--- config.mk ---
export PLATFORM = sky130hd
export DESIGN_NAME = wot_top
export DESIGN_NICKNAME = d
export VERILOG_FILES = /design/src/wot_top.v
export VERILOG_INCLUDE_DIRS = /design/src
export SDC_FILE = /design/constraint.sdc
export NUM_CORES = 1
export LEC_CHECK = 0
export BUFFER_PORTS_ARGS = -buffer_cell sky130_fd_sc_hd__buf_2
export CAP_MARGIN = 20
export CORE_ASPECT_RATIO = 0.9
export CORE_MARGIN = 2
export CORE_UTILIZATION = 55
export CTS_CLUSTER_SIZE = 30
export DETAILED_ROUTE_END_ITERATION = 8
export HOLD_SLACK_MARGIN = 0.12
export PLACE_DENSITY = 0.72
export RECOVER_POWER = 25
export SLEW_MARGIN = 20
export SYNTH_ARGS = -nofsm -noshare
export SYNTH_HDL_FRONTEND = slang
export SYNTH_SLANG_ARGS = --single-unit
--- constraint.sdc ---
create_clock -name clock -period 4.5 [get_ports clock]
set_clock_uncertainty 0.2 [all_clocks]
set_input_delay 0 -clock clock [delete_from_list [all_inputs] [get_ports clock]]
set_output_delay 0 -clock clock [all_outputs]
set_load 0.1 [all_outputs]
--- src/waveform_output_timing_regs.vh ---
`ifndef WOT_REGS_VH
`define WOT_REGS_VH
`define WOT_CTRL 8'h00
`define WOT_MODE 8'h04
`define WOT_ROUTE 8'h08
`define WOT_COUNT 8'h0C
`define WOT_PERIOD 8'h10
`define WOT_DELAY 8'h14
`define WOT_DATA 8'h18
`define WOT_STATUS 8'h1C
`define WOT_C_START 0
`define WOT_C_STOP 1
`define WOT_C_UPD 2
`define WOT_C_SWTRIG 3
`define WOT_M_TMODE 1:0
`define WOT_M_CONT 2
`define WOT_M_REGEN 4:3
`define WOT_M_RETRIG 5
`define WOT_M_TRIG_EN 6
`define WOT_M_TRIG_FALL 7
`define WOT_M_TRIG_ANA 8
`define WOT_M_HOLD_EN 9
`define WOT_M_HOLD_LOW 10
`define WOT_M_HOLD_ANA 11
`define WOT_M_TICK_EXT 12
`define WOT_M_TICK_FALL 13
`define WOT_M_CH0 14
`define WOT_M_CH1 15
`define WOT_M_TRIG_SEL 20:16
`define WOT_M_HOLD_SEL 28:24
`define WOT_R_PIN 3:0
`define WOT_R_EN 4
`define WOT_S_UFL 1
`define WOT_S_LATE 2
`define WOT_TM_SW 2'h0
`define WOT_TM_TSP 2'h1
`define WOT_TM_BUF 2'h2
`define WOT_RG_HOST 2'h0
`define WOT_RG_FIFO 2'h1
`define WOT_RG_NONE 2'h2
`define WOT_MODE_RST 32'h0000C000
`define WOT_COUNT_RST 32'h00000004
`define WOT_PERIOD_RST 32'h00000064
`define WOT_DELAY_RST 32'h00000002
`define WOT_FIFO_DEPTH 5'h10
`define WOT_FIFO_NEARLY 5'h0F
`endif

--- src/wot_top.v ---
// The placing of the registers and the APB interface to the registers were chosen for this implementation.
`timescale 1ns/1ns
`include "waveform_output_timing_regs.vh"
// Function
// - Software update command makes one DAC conversion.
// - Timed single point flags a late sample.
// - Buffered mode feeds FIFO samples per tick.
// - Finite mode stops after programmed sample count.
// - Continuous mode runs until stop command.
// - Host regeneration repeats data, default setting.
// - Local FIFO replay loops, refuses new writes.
// - Non-regeneration flags underflow on missing sample.
// - Without trigger, software start begins generation.
// - Retriggerable: full tick sequence per trigger.
// - Triggers ignored while a sequence runs.
// - After retriggered sequence, rearm for trigger.
// - Digital launch trigger edge is selectable.
// - Analog launch uses comparator rising edge.
// - Routed launch pulse active high; pins input.
// - Launch selector covers software, pins, buses, events.
// - Active hold trigger suppresses all tick updates; software update commands still act.
// - Hold acts from the next sample boundary.
// - Internal tick resumes at once after hold.
// - External tick resumes on next edge.
// - Digital hold polarity selectable, level sensitive.
// - Analog hold suppresses while comparator high.
// - Each tick updates enabled channels, edge selectable.
// - Configurable launch-to-first-tick delay, default two.
module wot_top (
  // Clock and reset.
  input wire clock,
  input wire reset_n,
  // APB slave.
  input wire psel,
  input wire penable,
  input wire pwrite,
  input wire [7:0] paddr,
  input wire [31:0] pwdata,
  output reg [31:0] prdata,
  output reg pready,
  output reg pslverr,
  // DMA sample stream.
  input wire dma_valid,
  input wire [31:0] dma_data,
  output reg dma_ready_r,
  // Trigger and tick sources.
  input wire [15:0] function_pin_in,
  input wire [7:0] sync_bus_line_in,
  input wire counter_out_in,
  input wire change_detect_in,
  input wire other_trigger_in,
  input wire analog_cmp_in,
  input wire ext_tick_in,
  // Function pin drive.
  output reg [15:0] function_pin_out_r,
  output reg [15:0] function_pin_oe_n_r,
  // DAC side.
  output reg [15:0] dac0_data_r,
  output reg [15:0] dac1_data_r,
  output reg output_update_tick_r,
  output reg running_r
);
  localparam ST_IDLE = 4'b0001;
  localparam ST_ARM = 4'b0010;
  localparam ST_DLY = 4'b0100;
  localparam ST_RUN = 4'b1000;
  reg [31:0] mode_r, route_r, count_r, period_r, delay_r, sw_sample_r;
  reg [28:0] s1_r, s2_r;
  reg swtrig_r, trig_prev_r, cmp_prev_r, tick_prev_r;
  reg [3:0] st_r;
  reg [31:0] cnt_r, dly_r, div_r;
  reg ufl_r, late_r, fresh_r, launch_r;
  reg [31:0] mem [0:15];
  reg [3:0] wp_r, rp_r, ofs_r;
  reg [4:0] lvl_r;
  reg [31:0] rdata_nxt;
  reg hit_nxt;
  wire [28:0] raw_in = {ext_tick_in, analog_cmp_in, other_trigger_in, change_detect_in, counter_out_in,
                        sync_bus_line_in, function_pin_in};
  // Each outside level passes two flip-flops before use.
  genvar g;
  generate
    for (g = 0; g < 29; g = g + 1) begin : g_sync
      always @(posedge clock or negedge reset_n) begin
        if (!reset_n) begin
          s1_r[g] <= 1'b0;
          s2_r[g] <= 1'b0;
        end else begin
          s1_r[g] <= raw_in[g];
          s2_r[g] <= s1_r[g];
        end
      end
    end
  endgenerate
  wire wr_en = psel & penable & pready & pwrite;
  wire start_p = wr_en & (paddr == `WOT_CTRL) & pwdata[`WOT_C_START];
  wire stop_p = wr_en & (paddr == `WOT_CTRL) & pwdata[`WOT_C_STOP];
  wire upd_p = wr_en & (paddr == `WOT_CTRL) & pwdata[`WOT_C_UPD];
  wire pio_wr = wr_en & (paddr == `WOT_DATA);
  wire stat_wr = wr_en & (paddr == `WOT_STATUS);
  wire [1:0] tmode = mode_r[`WOT_M_TMODE];
  wire [1:0] regen = mode_r[`WOT_M_REGEN];
  wire buf_mode = (tmode == `WOT_TM_BUF);
  wire rg_fifo = (regen == `WOT_RG_FIFO);
  // Selectable sources: software pulse, pins, sync lines, counter, change, other.
  wire [31:0] srcv = {4'h0, s2_r[26:0], swtrig_r};
  wire trig_lvl = srcv[mode_r[`WOT_M_TRIG_SEL]];
  wire dig_edge = mode_r[`WOT_M_TRIG_FALL] ? (trig_prev_r & ~trig_lvl) : (~trig_prev_r & trig_lvl);
  wire ana_edge = ~cmp_prev_r & s2_r[27];
  wire trig_hit = mode_r[`WOT_M_TRIG_ANA] ? ana_edge : dig_edge;
  wire hold_lvl = srcv[mode_r[`WOT_M_HOLD_SEL]] ^ mode_r[`WOT_M_HOLD_LOW];
  wire hold_act = mode_r[`WOT_M_HOLD_EN] & (mode_r[`WOT_M_HOLD_ANA] ? s2_r[27] : hold_lvl);
  wire ext_edge = mode_r[`WOT_M_TICK_FALL] ? (tick_prev_r & ~s2_r[28]) : (~tick_prev_r & s2_r[28]);
  wire tick_src = mode_r[`WOT_M_TICK_EXT] ? ext_edge : (div_r == 32'h0);
  // An update is a single cycle, so gating the tick never cuts one short.
  wire tick = (st_r == ST_RUN) & tick_src & ~hold_act;
  wire refuse = buf_mode & rg_fifo & (st_r != ST_IDLE);
  wire dma_acc = dma_valid & dma_ready_r;
  wire push = (dma_acc | (pio_wr & buf_mode)) & ~refuse & (lvl_r != `WOT_FIFO_DEPTH);
  wire [31:0] push_data = dma_acc ? dma_data : pwdata;
  wire avail = (lvl_r != 5'h00);
  wire do_buf = tick & buf_mode;
  wire pop = do_buf & avail & ~rg_fifo;
  wire [3:0] rd_idx = rp_r + ofs_r;
  wire [31:0] head = mem[rd_idx];
  wire [3:0] ofs_inc = ofs_r + 4'h1;
  wire upd_hw = tick & (tmode != `WOT_TM_SW);
  wire [31:0] cnt_inc = cnt_r + 32'h1;
  wire [31:0] dly_inc = dly_r + 32'h1;
  wire last = ~mode_r[`WOT_M_CONT] & (cnt_inc >= count_r);
  wire rearm = mode_r[`WOT_M_RETRIG] & mode_r[`WOT_M_TRIG_EN];
  wire [31:0] status_w = {26'h0, (st_r == ST_ARM), ~avail, (lvl_r == `WOT_FIFO_DEPTH), late_r, ufl_r, running_r};
  always @* begin
    rdata_nxt = 32'h0;
    hit_nxt = 1'b1;
    if (paddr == `WOT_CTRL) begin
      rdata_nxt = 32'h0;
    end else if (paddr == `WOT_MODE) begin
      rdata_nxt = mode_r;
    end else if (paddr == `WOT_ROUTE) begin
      rdata_nxt = {27'h0, route_r[4:0]};
    end else if (paddr == `WOT_COUNT) begin
      rdata_nxt = count_r;
    end else if (paddr == `WOT_PERIOD) begin
      rdata_nxt = period_r;
    end else if (paddr == `WOT_DELAY) begin
      rdata_nxt = delay_r;
    end else if (paddr == `WOT_DATA) begin
      rdata_nxt = sw_sample_r;
    end else if (paddr == `WOT_STATUS) begin
      rdata_nxt = status_w;
    end else begin
      hit_nxt = 1'b0;
    end
  end
  // Bus slave with one wait state; writes act at the completing edge.
  always @(posedge clock or negedge reset_n) begin
    if (!reset_n) begin
      pready <= 1'b0;
      pslverr <= 1'b0;
      prdata <= 32'h0;
      mode_r <= `WOT_MODE_RST;
      route_r <= 32'h0;
      count_r <= `WOT_COUNT_RST;
      period_r <= `WOT_PERIOD_RST;
      delay_r <= `WOT_DELAY_RST;
      sw_sample_r <= 32'h0;
      swtrig_r <= 1'b0;
    end else begin
      pready <= psel & penable & ~pready;
      if (psel & penable & ~pready) begin
        prdata <= pwrite ? 32'h0 : rdata_nxt;
        pslverr <= ~hit_nxt;
      end
      swtrig_r <= wr_en & (paddr == `WOT_CTRL) & pwdata[`WOT_C_SWTRIG];
      if (wr_en) begin
        if (paddr == `WOT_MODE) begin
          mode_r <= pwdata;
        end else if (paddr == `WOT_ROUTE) begin
          route_r <= pwdata;
        end else if (paddr == `WOT_COUNT) begin
          count_r <= pwdata;
        end else if (paddr == `WOT_PERIOD) begin
          period_r <= pwdata;
        end else if (paddr == `WOT_DELAY) begin
          delay_r <= pwdata;
        end else if ((paddr == `WOT_DATA) & ~buf_mode) begin
          sw_sample_r <= pwdata;
        end
      end
    end
  end
  // Timing engine: idle, armed, start delay, running.
  always @(posedge clock or negedge reset_n) begin
    if (!reset_n) begin
      st_r <= ST_IDLE;
      cnt_r <= 32'h0;
      dly_r <= 32'h0;
      div_r <= 32'h0;
      launch_r <= 1'b0;
      running_r <= 1'b0;
      trig_prev_r <= 1'b0;
      cmp_prev_r <= 1'b0;
      tick_prev_r <= 1'b0;
    end else begin
      trig_prev_r <= trig_lvl;
      cmp_prev_r <= s2_r[27];
      tick_prev_r <= s2_r[28];
      launch_r <= (st_r == ST_ARM) & trig_hit & ~stop_p;
      if (stop_p) begin
        st_r <= ST_IDLE;
        running_r <= 1'b0;
      end else begin
        case (st_r)
          ST_IDLE: begin
            if (start_p) begin
              st_r <= mode_r[`WOT_M_TRIG_EN] ? ST_ARM : ST_DLY;
              running_r <= 1'b1;
              cnt_r <= 32'h0;
              dly_r <= 32'h0;
            end
          end
          ST_ARM: begin
            if (trig_hit) begin
              st_r <= ST_DLY;
              dly_r <= 32'h0;
              cnt_r <= 32'h0;
            end
          end
          ST_DLY: begin
            dly_r <= dly_inc;
            if (dly_inc >= delay_r) begin
              st_r <= ST_RUN;
              div_r <= 32'h0;
            end
          end
          ST_RUN: begin
            if (~mode_r[`WOT_M_TICK_EXT] & ~hold_act) begin
              div_r <= (div_r == 32'h0) ? (period_r - 32'h1) : (div_r - 32'h1);
            end
            if (period_r == 32'h0) begin
              div_r <= 32'h0;
            end
            if (upd_hw) begin
              cnt_r <= cnt_inc;
              if (last) begin
                st_r <= rearm ? ST_ARM : ST_IDLE;
                running_r <= rearm;
                cnt_r <= 32'h0;
              end
            end
          end
          default: begin
            st_r <= ST_IDLE;
            running_r <= 1'b0;
          end
        endcase
      end
    end
  end
  // Sample FIFO storage.
  always @(posedge clock) begin
    if (push) begin
      mem[wp_r] <= push_data;
    end
  end
  always @(posedge clock or negedge reset_n) begin
    if (!reset_n) begin
      wp_r <= 4'h0;
      rp_r <= 4'h0;
      ofs_r <= 4'h0;
      lvl_r <= 5'h00;
      dma_ready_r <= 1'b0;
    end else begin
      dma_ready_r <= ~refuse & (lvl_r < `WOT_FIFO_NEARLY);
      if (push) begin
        wp_r <= wp_r + 4'h1;
      end
      if (pop) begin
        rp_r <= rp_r + 4'h1;
      end
      if (push & ~pop) begin
        lvl_r <= lvl_r + 5'h01;
      end else if (pop & ~push) begin
        lvl_r <= lvl_r - 5'h01;
      end
      if (st_r == ST_IDLE) begin
        ofs_r <= 4'h0;
      end else if (do_buf & avail & rg_fifo) begin
        ofs_r <= ({1'b0, ofs_inc} == lvl_r) ? 4'h0 : ofs_inc;
      end
    end
  end
  // DAC updates and sticky error flags.
  always @(posedge clock or negedge reset_n) begin
    if (!reset_n) begin
      dac0_data_r <= 16'h0000;
      dac1_data_r <= 16'h0000;
      output_update_tick_r <= 1'b0;
      ufl_r <= 1'b0;
      late_r <= 1'b0;
      fresh_r <= 1'b0;
    end else begin
      output_update_tick_r <= (upd_p & (tmode == `WOT_TM_SW)) | upd_hw;
      if ((upd_p & (tmode == `WOT_TM_SW)) | (tick & (tmode == `WOT_TM_TSP))) begin
        if (mode_r[`WOT_M_CH0]) begin
          dac0_data_r <= sw_sample_r[15:0];
        end
        if (mode_r[`WOT_M_CH1]) begin
          dac1_data_r <= sw_sample_r[31:16];
        end
      end else if (do_buf & avail) begin
        if (mode_r[`WOT_M_CH0]) begin
          dac0_data_r <= head[15:0];
        end
        if (mode_r[`WOT_M_CH1]) begin
          dac1_data_r <= head[31:16];
        end
      end
      if (tick & (tmode == `WOT_TM_TSP)) begin
        fresh_r <= 1'b0;
      end
      if (pio_wr & ~buf_mode) begin
        fresh_r <= 1'b1;
      end
      if (stat_wr & pwdata[`WOT_S_UFL]) begin
        ufl_r <= 1'b0;
      end
      if (do_buf & ~avail & (regen != `WOT_RG_HOST)) begin
        ufl_r <= 1'b1;
      end
      if (stat_wr & pwdata[`WOT_S_LATE]) begin
        late_r <= 1'b0;
      end
      if (tick & (tmode == `WOT_TM_TSP) & ~fresh_r & ~pio_wr) begin
        late_r <= 1'b1;
      end
    end
  end
  // Launch pulse routed to one function pin; others stay inputs.
  generate
    for (g = 0; g < 16; g = g + 1) begin : g_pin
      always @(posedge clock or negedge reset_n) begin
        if (!reset_n) begin
          function_pin_out_r[g] <= 1'b0;
          function_pin_oe_n_r[g] <= 1'b1;
        end else begin
          function_pin_oe_n_r[g] <= ~(route_r[`WOT_R_EN] & (route_r[`WOT_R_PIN] == g));
          function_pin_out_r[g] <= route_r[`WOT_R_EN] & (route_r[`WOT_R_PIN] == g) & launch_r;
        end
      end
    end
  endgenerate
endmodule // wot_top

* Word level (Yosys, flattened, before mapping)
Memory sizes are Yosys's and may differ from the RTL's.
Index checks and enable logic that the tools add are counted.
** Word-level totals
- Flip-flop bits (word level) :: 449
- RAM bits :: 512
- Bits of input ports :: 107
- Output and inout port bits :: 101
- Word-level logic and storage cells :: 412
- Memories :: 1
** Memories
- mem :: depth 16, bits a word 32, rd ports 1, clocked after Yosys merged registers in 0, write ports 1, line wot_top.v:73 : reg [31:0] mem [0:15];
** Operators by class
- Add/sub/neg operators :: 10
- $lt $le $gt $ge :: 5
- Equal/unequal tests :: 48
- Muxes and demuxes :: 73
- Bitwise operators :: 124
- Reduce and logical (&&, ||, !) cells :: 31
** Operators by type and width (number)
- 2-to-1 mux 32 bit :: 17
- case mux 32 bit (3 select lines) :: 2
- 2-to-1 mux 16 bit :: 8
- AND 1 bit :: 80
- adder 32 x 1 -> 32 bit, second input constant :: 2
- >= comparator 32 bit :: 2
- logical NOT 32 bit :: 2
- case mux 32 bit (2 select lines) :: 1
- subtractor 32 x 1 -> 32 bit, second input constant :: 2
- NOT 1 bit :: 40
- equality test 4 bit, second input constant :: 9
- 2-to-1 mux 4 bit :: 9
- equality test 8 x 5 -> 1 bit, second input constant :: 4
- 2-to-1 mux 1 bit :: 27
- equality test 4 x 3 -> 1 bit, second input constant :: 5
- nonzero test 2 bit :: 9
- equality test 8 x 4 -> 1 bit, second input constant :: 2
- inequality test 2 bit, second input constant :: 8
- case mux 4 bit (4 select lines) :: 1
- AND reduction 4 bit :: 4
- inequality test 3 bit, second input constant :: 5
- AND reduction 5 bit :: 3
- adder 4 x 1 -> 4 bit, second input constant :: 3
- equality test 4 x 2 -> 1 bit, second input constant :: 3
- 33 further kinds :: 43

* Logic depth before layout (Yosys ltp)
- Depth after elaboration :: 13
- Depth in mapped cells :: 19

* Least setup slack after synthesis
No wires, ideal clock.
- Kind :: reg2reg
- From :: register pready
- To :: memory mem[7][0], enable pin
- Library setup time :: 0.461 ns
- Arrival time :: 4.436 ns
- Data required time :: 3.839 ns
- Slack :: -0.597 ns
- Cell stages (with the launch flop) :: 9
- Path buffers :: 2
- Clock period less this slack :: 5.097 ns
- Cell sequence :: dfrtp_1 > and4_1 > clkbuf_1 > nand2_1 > o21ai_0 > and3_1 > clkbuf_1 > nand2_1 > nor3_1
** Between the ends
- Cells in the longest elaborated chain, start to end :: 9
** RTL lines
- start: declaration :: line wot_top.v:40 : output reg pready,
- start signal: assignment :: line wot_top.v:170 : pready <= psel & penable & ~pready;
- AND 1 bit (2 in series) :: line wot_top.v:95 : wire wr_en = psel & penable & pready & pwrite;
- AND 1 bit :: line wot_top.v:99 : wire pio_wr = wr_en & (paddr == `WOT_DATA);
- AND 1 bit :: line wot_top.v:119 : wire push = (dma_acc | (pio_wr & buf_mode)) & ~refuse & (lvl_r != `WOT_FIFO_DEPTH);
- OR 1 bit :: line wot_top.v:119
- AND 1 bit (2 in series) :: line wot_top.v:119
- net push :: line wot_top.v:119
- 2-to-1 mux 1 bit :: line wot_top.v:263 : if (push) begin
- 2-to-1 mux 1 bit (implied by the code) :: line wot_top.v:264 : mem[wp_r] <= push_data;
- end: declaration :: line wot_top.v:73
The timed path passes the listed nets, and every way through them passes these cells.

* Worst setup path in the final report
- From :: register cnt_r[0]
- To :: register cnt_r[9]
** Between the ends
- Cells in the longest elaborated chain, start to end :: 6
** RTL lines
- start: declaration :: line wot_top.v:71 : reg [31:0] cnt_r, dly_r, div_r;
- start signal: assignment :: line wot_top.v:245 : cnt_r <= cnt_inc;
- adder 32 x 1 -> 32 bit (*) :: line wot_top.v:128 : wire [31:0] cnt_inc = cnt_r + 32'h1;
- >= comparator 32 bit :: line wot_top.v:130 : wire last = ~mode_r[`WOT_M_CONT] & (cnt_inc >= count_r);
- AND 1 bit :: line wot_top.v:130
- 2-to-1 mux 32 bit (*) :: line wot_top.v:246 : if (last) begin
- 2-to-1 mux 32 bit (*) :: line wot_top.v:244 : if (upd_hw) begin
- case mux 32 bit (3 select lines) (*) :: line wot_top.v:214 : case (st_r)
Every way passes the cells marked *; elsewhere a longest branch is shown, timed or not. The select of a mux whose other input is x is not followed.
A chain may end at the register's enable or synchronous reset.

==> impl_results.md <==
* Post-Syn Nets at about 3200
* CTS buffer count at 97
* Async S/R FF share, synth at 0.467
* Leak at a little over 20 nW
* Core box area at 0.0776 mm²
* Initial antenna violation count at 8
* Fmax at roughly 0.22 GHz
* Comb pwr share at 0.107
* Status: complete, but fails checks
* Power, Total at slightly below 0.02 W
* Count of final setup violators at 0
* Row count at 97
* CP Capture Type: flip-flop
* Ys Warns at 0
* Total number of vias at approximately 30000
* First-pass DRT Iterations at 8
* Period utilization at 0.993
* Yosys cell types at 80
* Number of global-route vias before repair at between 20000 and 30000
* WL/cell at around 27 µm
* Die area at between 0.08 and 0.09 mm²
* Longest Clk Path Bufs at 3
* Layout fillers at 5390
* Unrepaired setup endpoints after global routing: true
* Nets@finish at about 3700
* DPL Wire Length at 80400 µm
* Tightest Hold Check Type: flip-flop to flip-flop
* Via/cell ratio at about 6.3
* Slew Limit Fails at around 370
* Post-Syn Area at 0.0429 mm²
* Ys flop type: edfxtp_1
* Overall Global Routing Usage at 0.308
* Cell Int Power at 0.0146 W
* Reg-to-reg slack, setup at around 0.031 ns
* Maximum VDD drop at 0.337 mV
* First-pass GRT wire length at about 180000 µm
* Antenna-violating nets left at 0
* Failing checks: max-capacitance violations, max-slew violations
* CTS Root Cell: clkbuf_16
* DRT iter0 DRCs at around 3500
* Synth Instances at slightly above 3000
* Sw Pwr at ~0.005 W
* Die height at 269 µm
* Area Overhead vs Synth at 19.1%
* Number of flops mapped to enable cells by yosys at 512
* Setup crit start kind: flip-flop
* Register area share after synthesis at 0.621
* Flop pwr share at 0.481
* CTS clk-pin slew, worst paths at around 0.07 ns
* Critical path class: flip-flop to flip-flop
* Sw Ratio at 0.254
* Initial Util at 0.553
* Largest net degree at the start of global routing at around 110
* P per Cell Area at 384 mW/mm²
* WP data required at roughly 4.9 ns
* Worst-margin pin slew at approximately 2.1 ns
* Post-route cell area at ~0.05 mm²
* Ant diodes at 0
* Area after DPL at roughly 0.046 mm²
* Detailed Route WL at about 120000 µm
* Chip Width at around 300 µm
* Clk pwr share at 0.412
* H-tree depth at 3
* Slew HR at -0.433
* Register bit total from synthesis at approximately 960
* Latest clock arrival within the worst-skew pair at a little under 0.7 ns
* Syn_area_per_cell at approximately 14 µm²
* Max_cap viols at 6
* Crit Path Max Fanout at 20
* Grt total ovfl at 0
* Fin crit period at roughly 4.5 ns
* Final Non-Filler Cells at ~4600
* Input/output buffers at 207
* CP Data Arrival Time at slightly below 5 ns
* Ratio of cells with drive above 1 in the final layout at 0.266
* Post-route DRC at 0
* Inst Count DP at approximately 4300
* Routability-driven placement congestion ratio at approximately 0.96
* # IOs at ~210
* Final hold vios at 0
* CTS tree: done
* Sinks on Clock Net at approximately 960
==> kinds of logic after synthesis <==
kind of cell | Yosys count | synth area share
AO/OA/AOI/OAI | 596 | 0.0920
flip-flops | 961 | 0.621
adder cells (fa/ha/maj) | 82 | 0.0243
XOR/XNOR | 82 | 0.0167
multiplexers | 436 | 0.149
buffers and inverters | 268 | 0.0236
AND/OR/NAND/NOR | 623 | 0.0735
==> worst max-delay path: stages (launching register included) <==
cell,delay (ns)
dfrtp_1,0.38
buf_4,0.15
ha_1,0.18
nand3_1,0.14
nor2_2,0.16
buf_4,0.13
buf_4,0.12
nand3_1,0.18
nor3_1,0.23
xor2_1,0.25
ha_1,0.29
a21o_1,0.16
a221o_1,0.36
a31o_2,0.24
o2bb2ai_1,0.22
a211o_1,0.37
buf_12,0.16
or3_1,0.33
o21ai_0,0.11
==> flip-flops by register name (all words and copies together), names as in the netlist, 5 cells and up <==
| signal | flops |
|---|---|
| route_r | 5 |
| lvl_r | 5 |
| s2_r | 29 |
| dly_r | 32 |
| function_pin_out_r | 16 |
| div_r | 32 |
| mem | 512 |
| dac0_data_r | 16 |
| mode_r | 32 |
| dac1_data_r | 16 |
| period_r | 32 |
| delay_r | 32 |
| function_pin_oe_n_r | 16 |
| cnt_r | 32 |
| prdata | 32 |
| count_r | 32 |
| sw_sample_r | 32 |
| s1_r | 29 |
==> routing by layer <==
layer,GRT usage,vias to the layer above,part of all wire
li1,-,12592,-
met1,0.424,14805,0.40
met2,0.496,1497,0.47
met3,0.0557,261,0.087
met4,0.114,2,0.039
met5,0,-,0.000089
==> timing repair <==
item | CTS | global route
setup buffers | 1 | 8
endpoints found under the setup margin | 4 | 59
hold endpoints to repair | 1206 | 0
resized for setup | 2 | 24
hold buffers | 176 | 0
pin swaps | 0 | 11
gates cloned | 0 | 0
==> worst paths after layout <==
kind / start / endpoint / cells past startpoint
worst min register to register: s1_r[6]$_DFF_PN0_ / s2_r[6]$_DFF_PN0_ / 0
worst max register to register: cnt_r[0]$_DFFE_PN0P_ / cnt_r[9]$_DFFE_PN0P_ / 18
max in group asynchronous: reset_n / ofs_r[3]$_DFFE_PN0P_ / 4
worst max-delay path: cnt_r[0]$_DFFE_PN0P_ / cnt_r[9]$_DFFE_PN0P_ / 18
worst min-delay path: s1_r[6]$_DFF_PN0_ / s2_r[6]$_DFF_PN0_ / 0
min in group asynchronous: reset_n / mode_r[15]$_DFFE_PN1P_ / 3
==> cell usage in the layout (no fill, tap or decap), types with 15 or more instances in the layout <==
cell type      netlist  final
edfxtp_1           512    512
dfrtp_1            425    424
mux2_2             238    238
buf_2                6    202
nand2_1            183    181
dlygate4sd3_1        0    175
o21ai_0            151    150
mux4_2             139    139
a21oi_1            124    122
inv_1              106    106
nor2_1             113    105
buf_4                0    103
clkbuf_16            0     97
ha_1                80     78
mux2i_1             59     59
nand3_1             57     53
xnor2_1             56     51
a22o_1              46     46
a211oi_1            44     43
nor2b_1             42     41
a31oi_1             35     35
nor3_1              38     34
clkbuf_1           127     30
o221ai_1            29     29
a221oi_1            29     28
or3_1               28     27
a21o_1              26     26
xor2_1              26     24
o211ai_1            24     24
dfstp_2             24     24
nand4_1             23     23
buf_12               0     20
and3_1              21     19
and2_1              29     17
nor4_1              17     16
clkinv_2             0     15
==> final cells by class <==
class / instances / area (µm²) / share of cell area
repair buffers: 514 / 4000 / 0.0782
multi-input cells: 1819 / 15500 / 0.304
clock inverters: 52 / 557 / 0.0109
clock buffers: 130 / 2670 / 0.0523
inverters: 106 / 398 / 0.00779
flip-flops and latches: 961 / 26600 / 0.521
well taps: 1039 / 1300 / 0.0254
==> power by group through the flow <==
| stage | clock network (W) | logic [W] | registers (W) |
|---|---|---|---|
| 2_1_floorplan | 0 | 0.00115 | 0.00964 |
| 4_1_cts | 0.00815 | 0.00206 | 0.00944 |
| 6_report | 0.00808 | 0.00209 | 0.00945 |
| 3_5_place_dp | 0 | 0.00192 | 0.00962 |
| 5_1_grt | 0.00852 | 0.00225 | 0.00945 |
| 3_3_place_gp | 0 | 0.00188 | 0.00961 |
==> Yosys cell counts, drive strengths merged, types with 44 or more instances <==
master,instances,area share
a211oi,44,0.0077
clkbuf,127,0.011
mux2,238,0.062
edfxtp,512,0.36
mux4,139,0.073
a22o,46,0.0094
nor2,113,0.0099
o21ai,154,0.018
ha,80,0.023
nand2,183,0.016
xnor2,56,0.011
dfrtp,425,0.25
nand3,57,0.0066
inv,106,0.0093
mux2i,59,0.014
a21oi,124,0.014
==> metrics by stage <==
stage	setup slack [ns]	setup TNS [ns]	hold WS (ns)	utilization
global placement	0.0999	0	-0.0901	0.593
finish	0.0309	0	0.149	0.659
global route	-0.0595	-0.281	0.157	0.659
detailed placement	-0.0381	-0.0381	-0.0906	0.593
floorplan	-0.597	-76.44	-0.496	-
CTS	0.00906	0	0.121	0.658
Power figures use the tool's default switching activity.
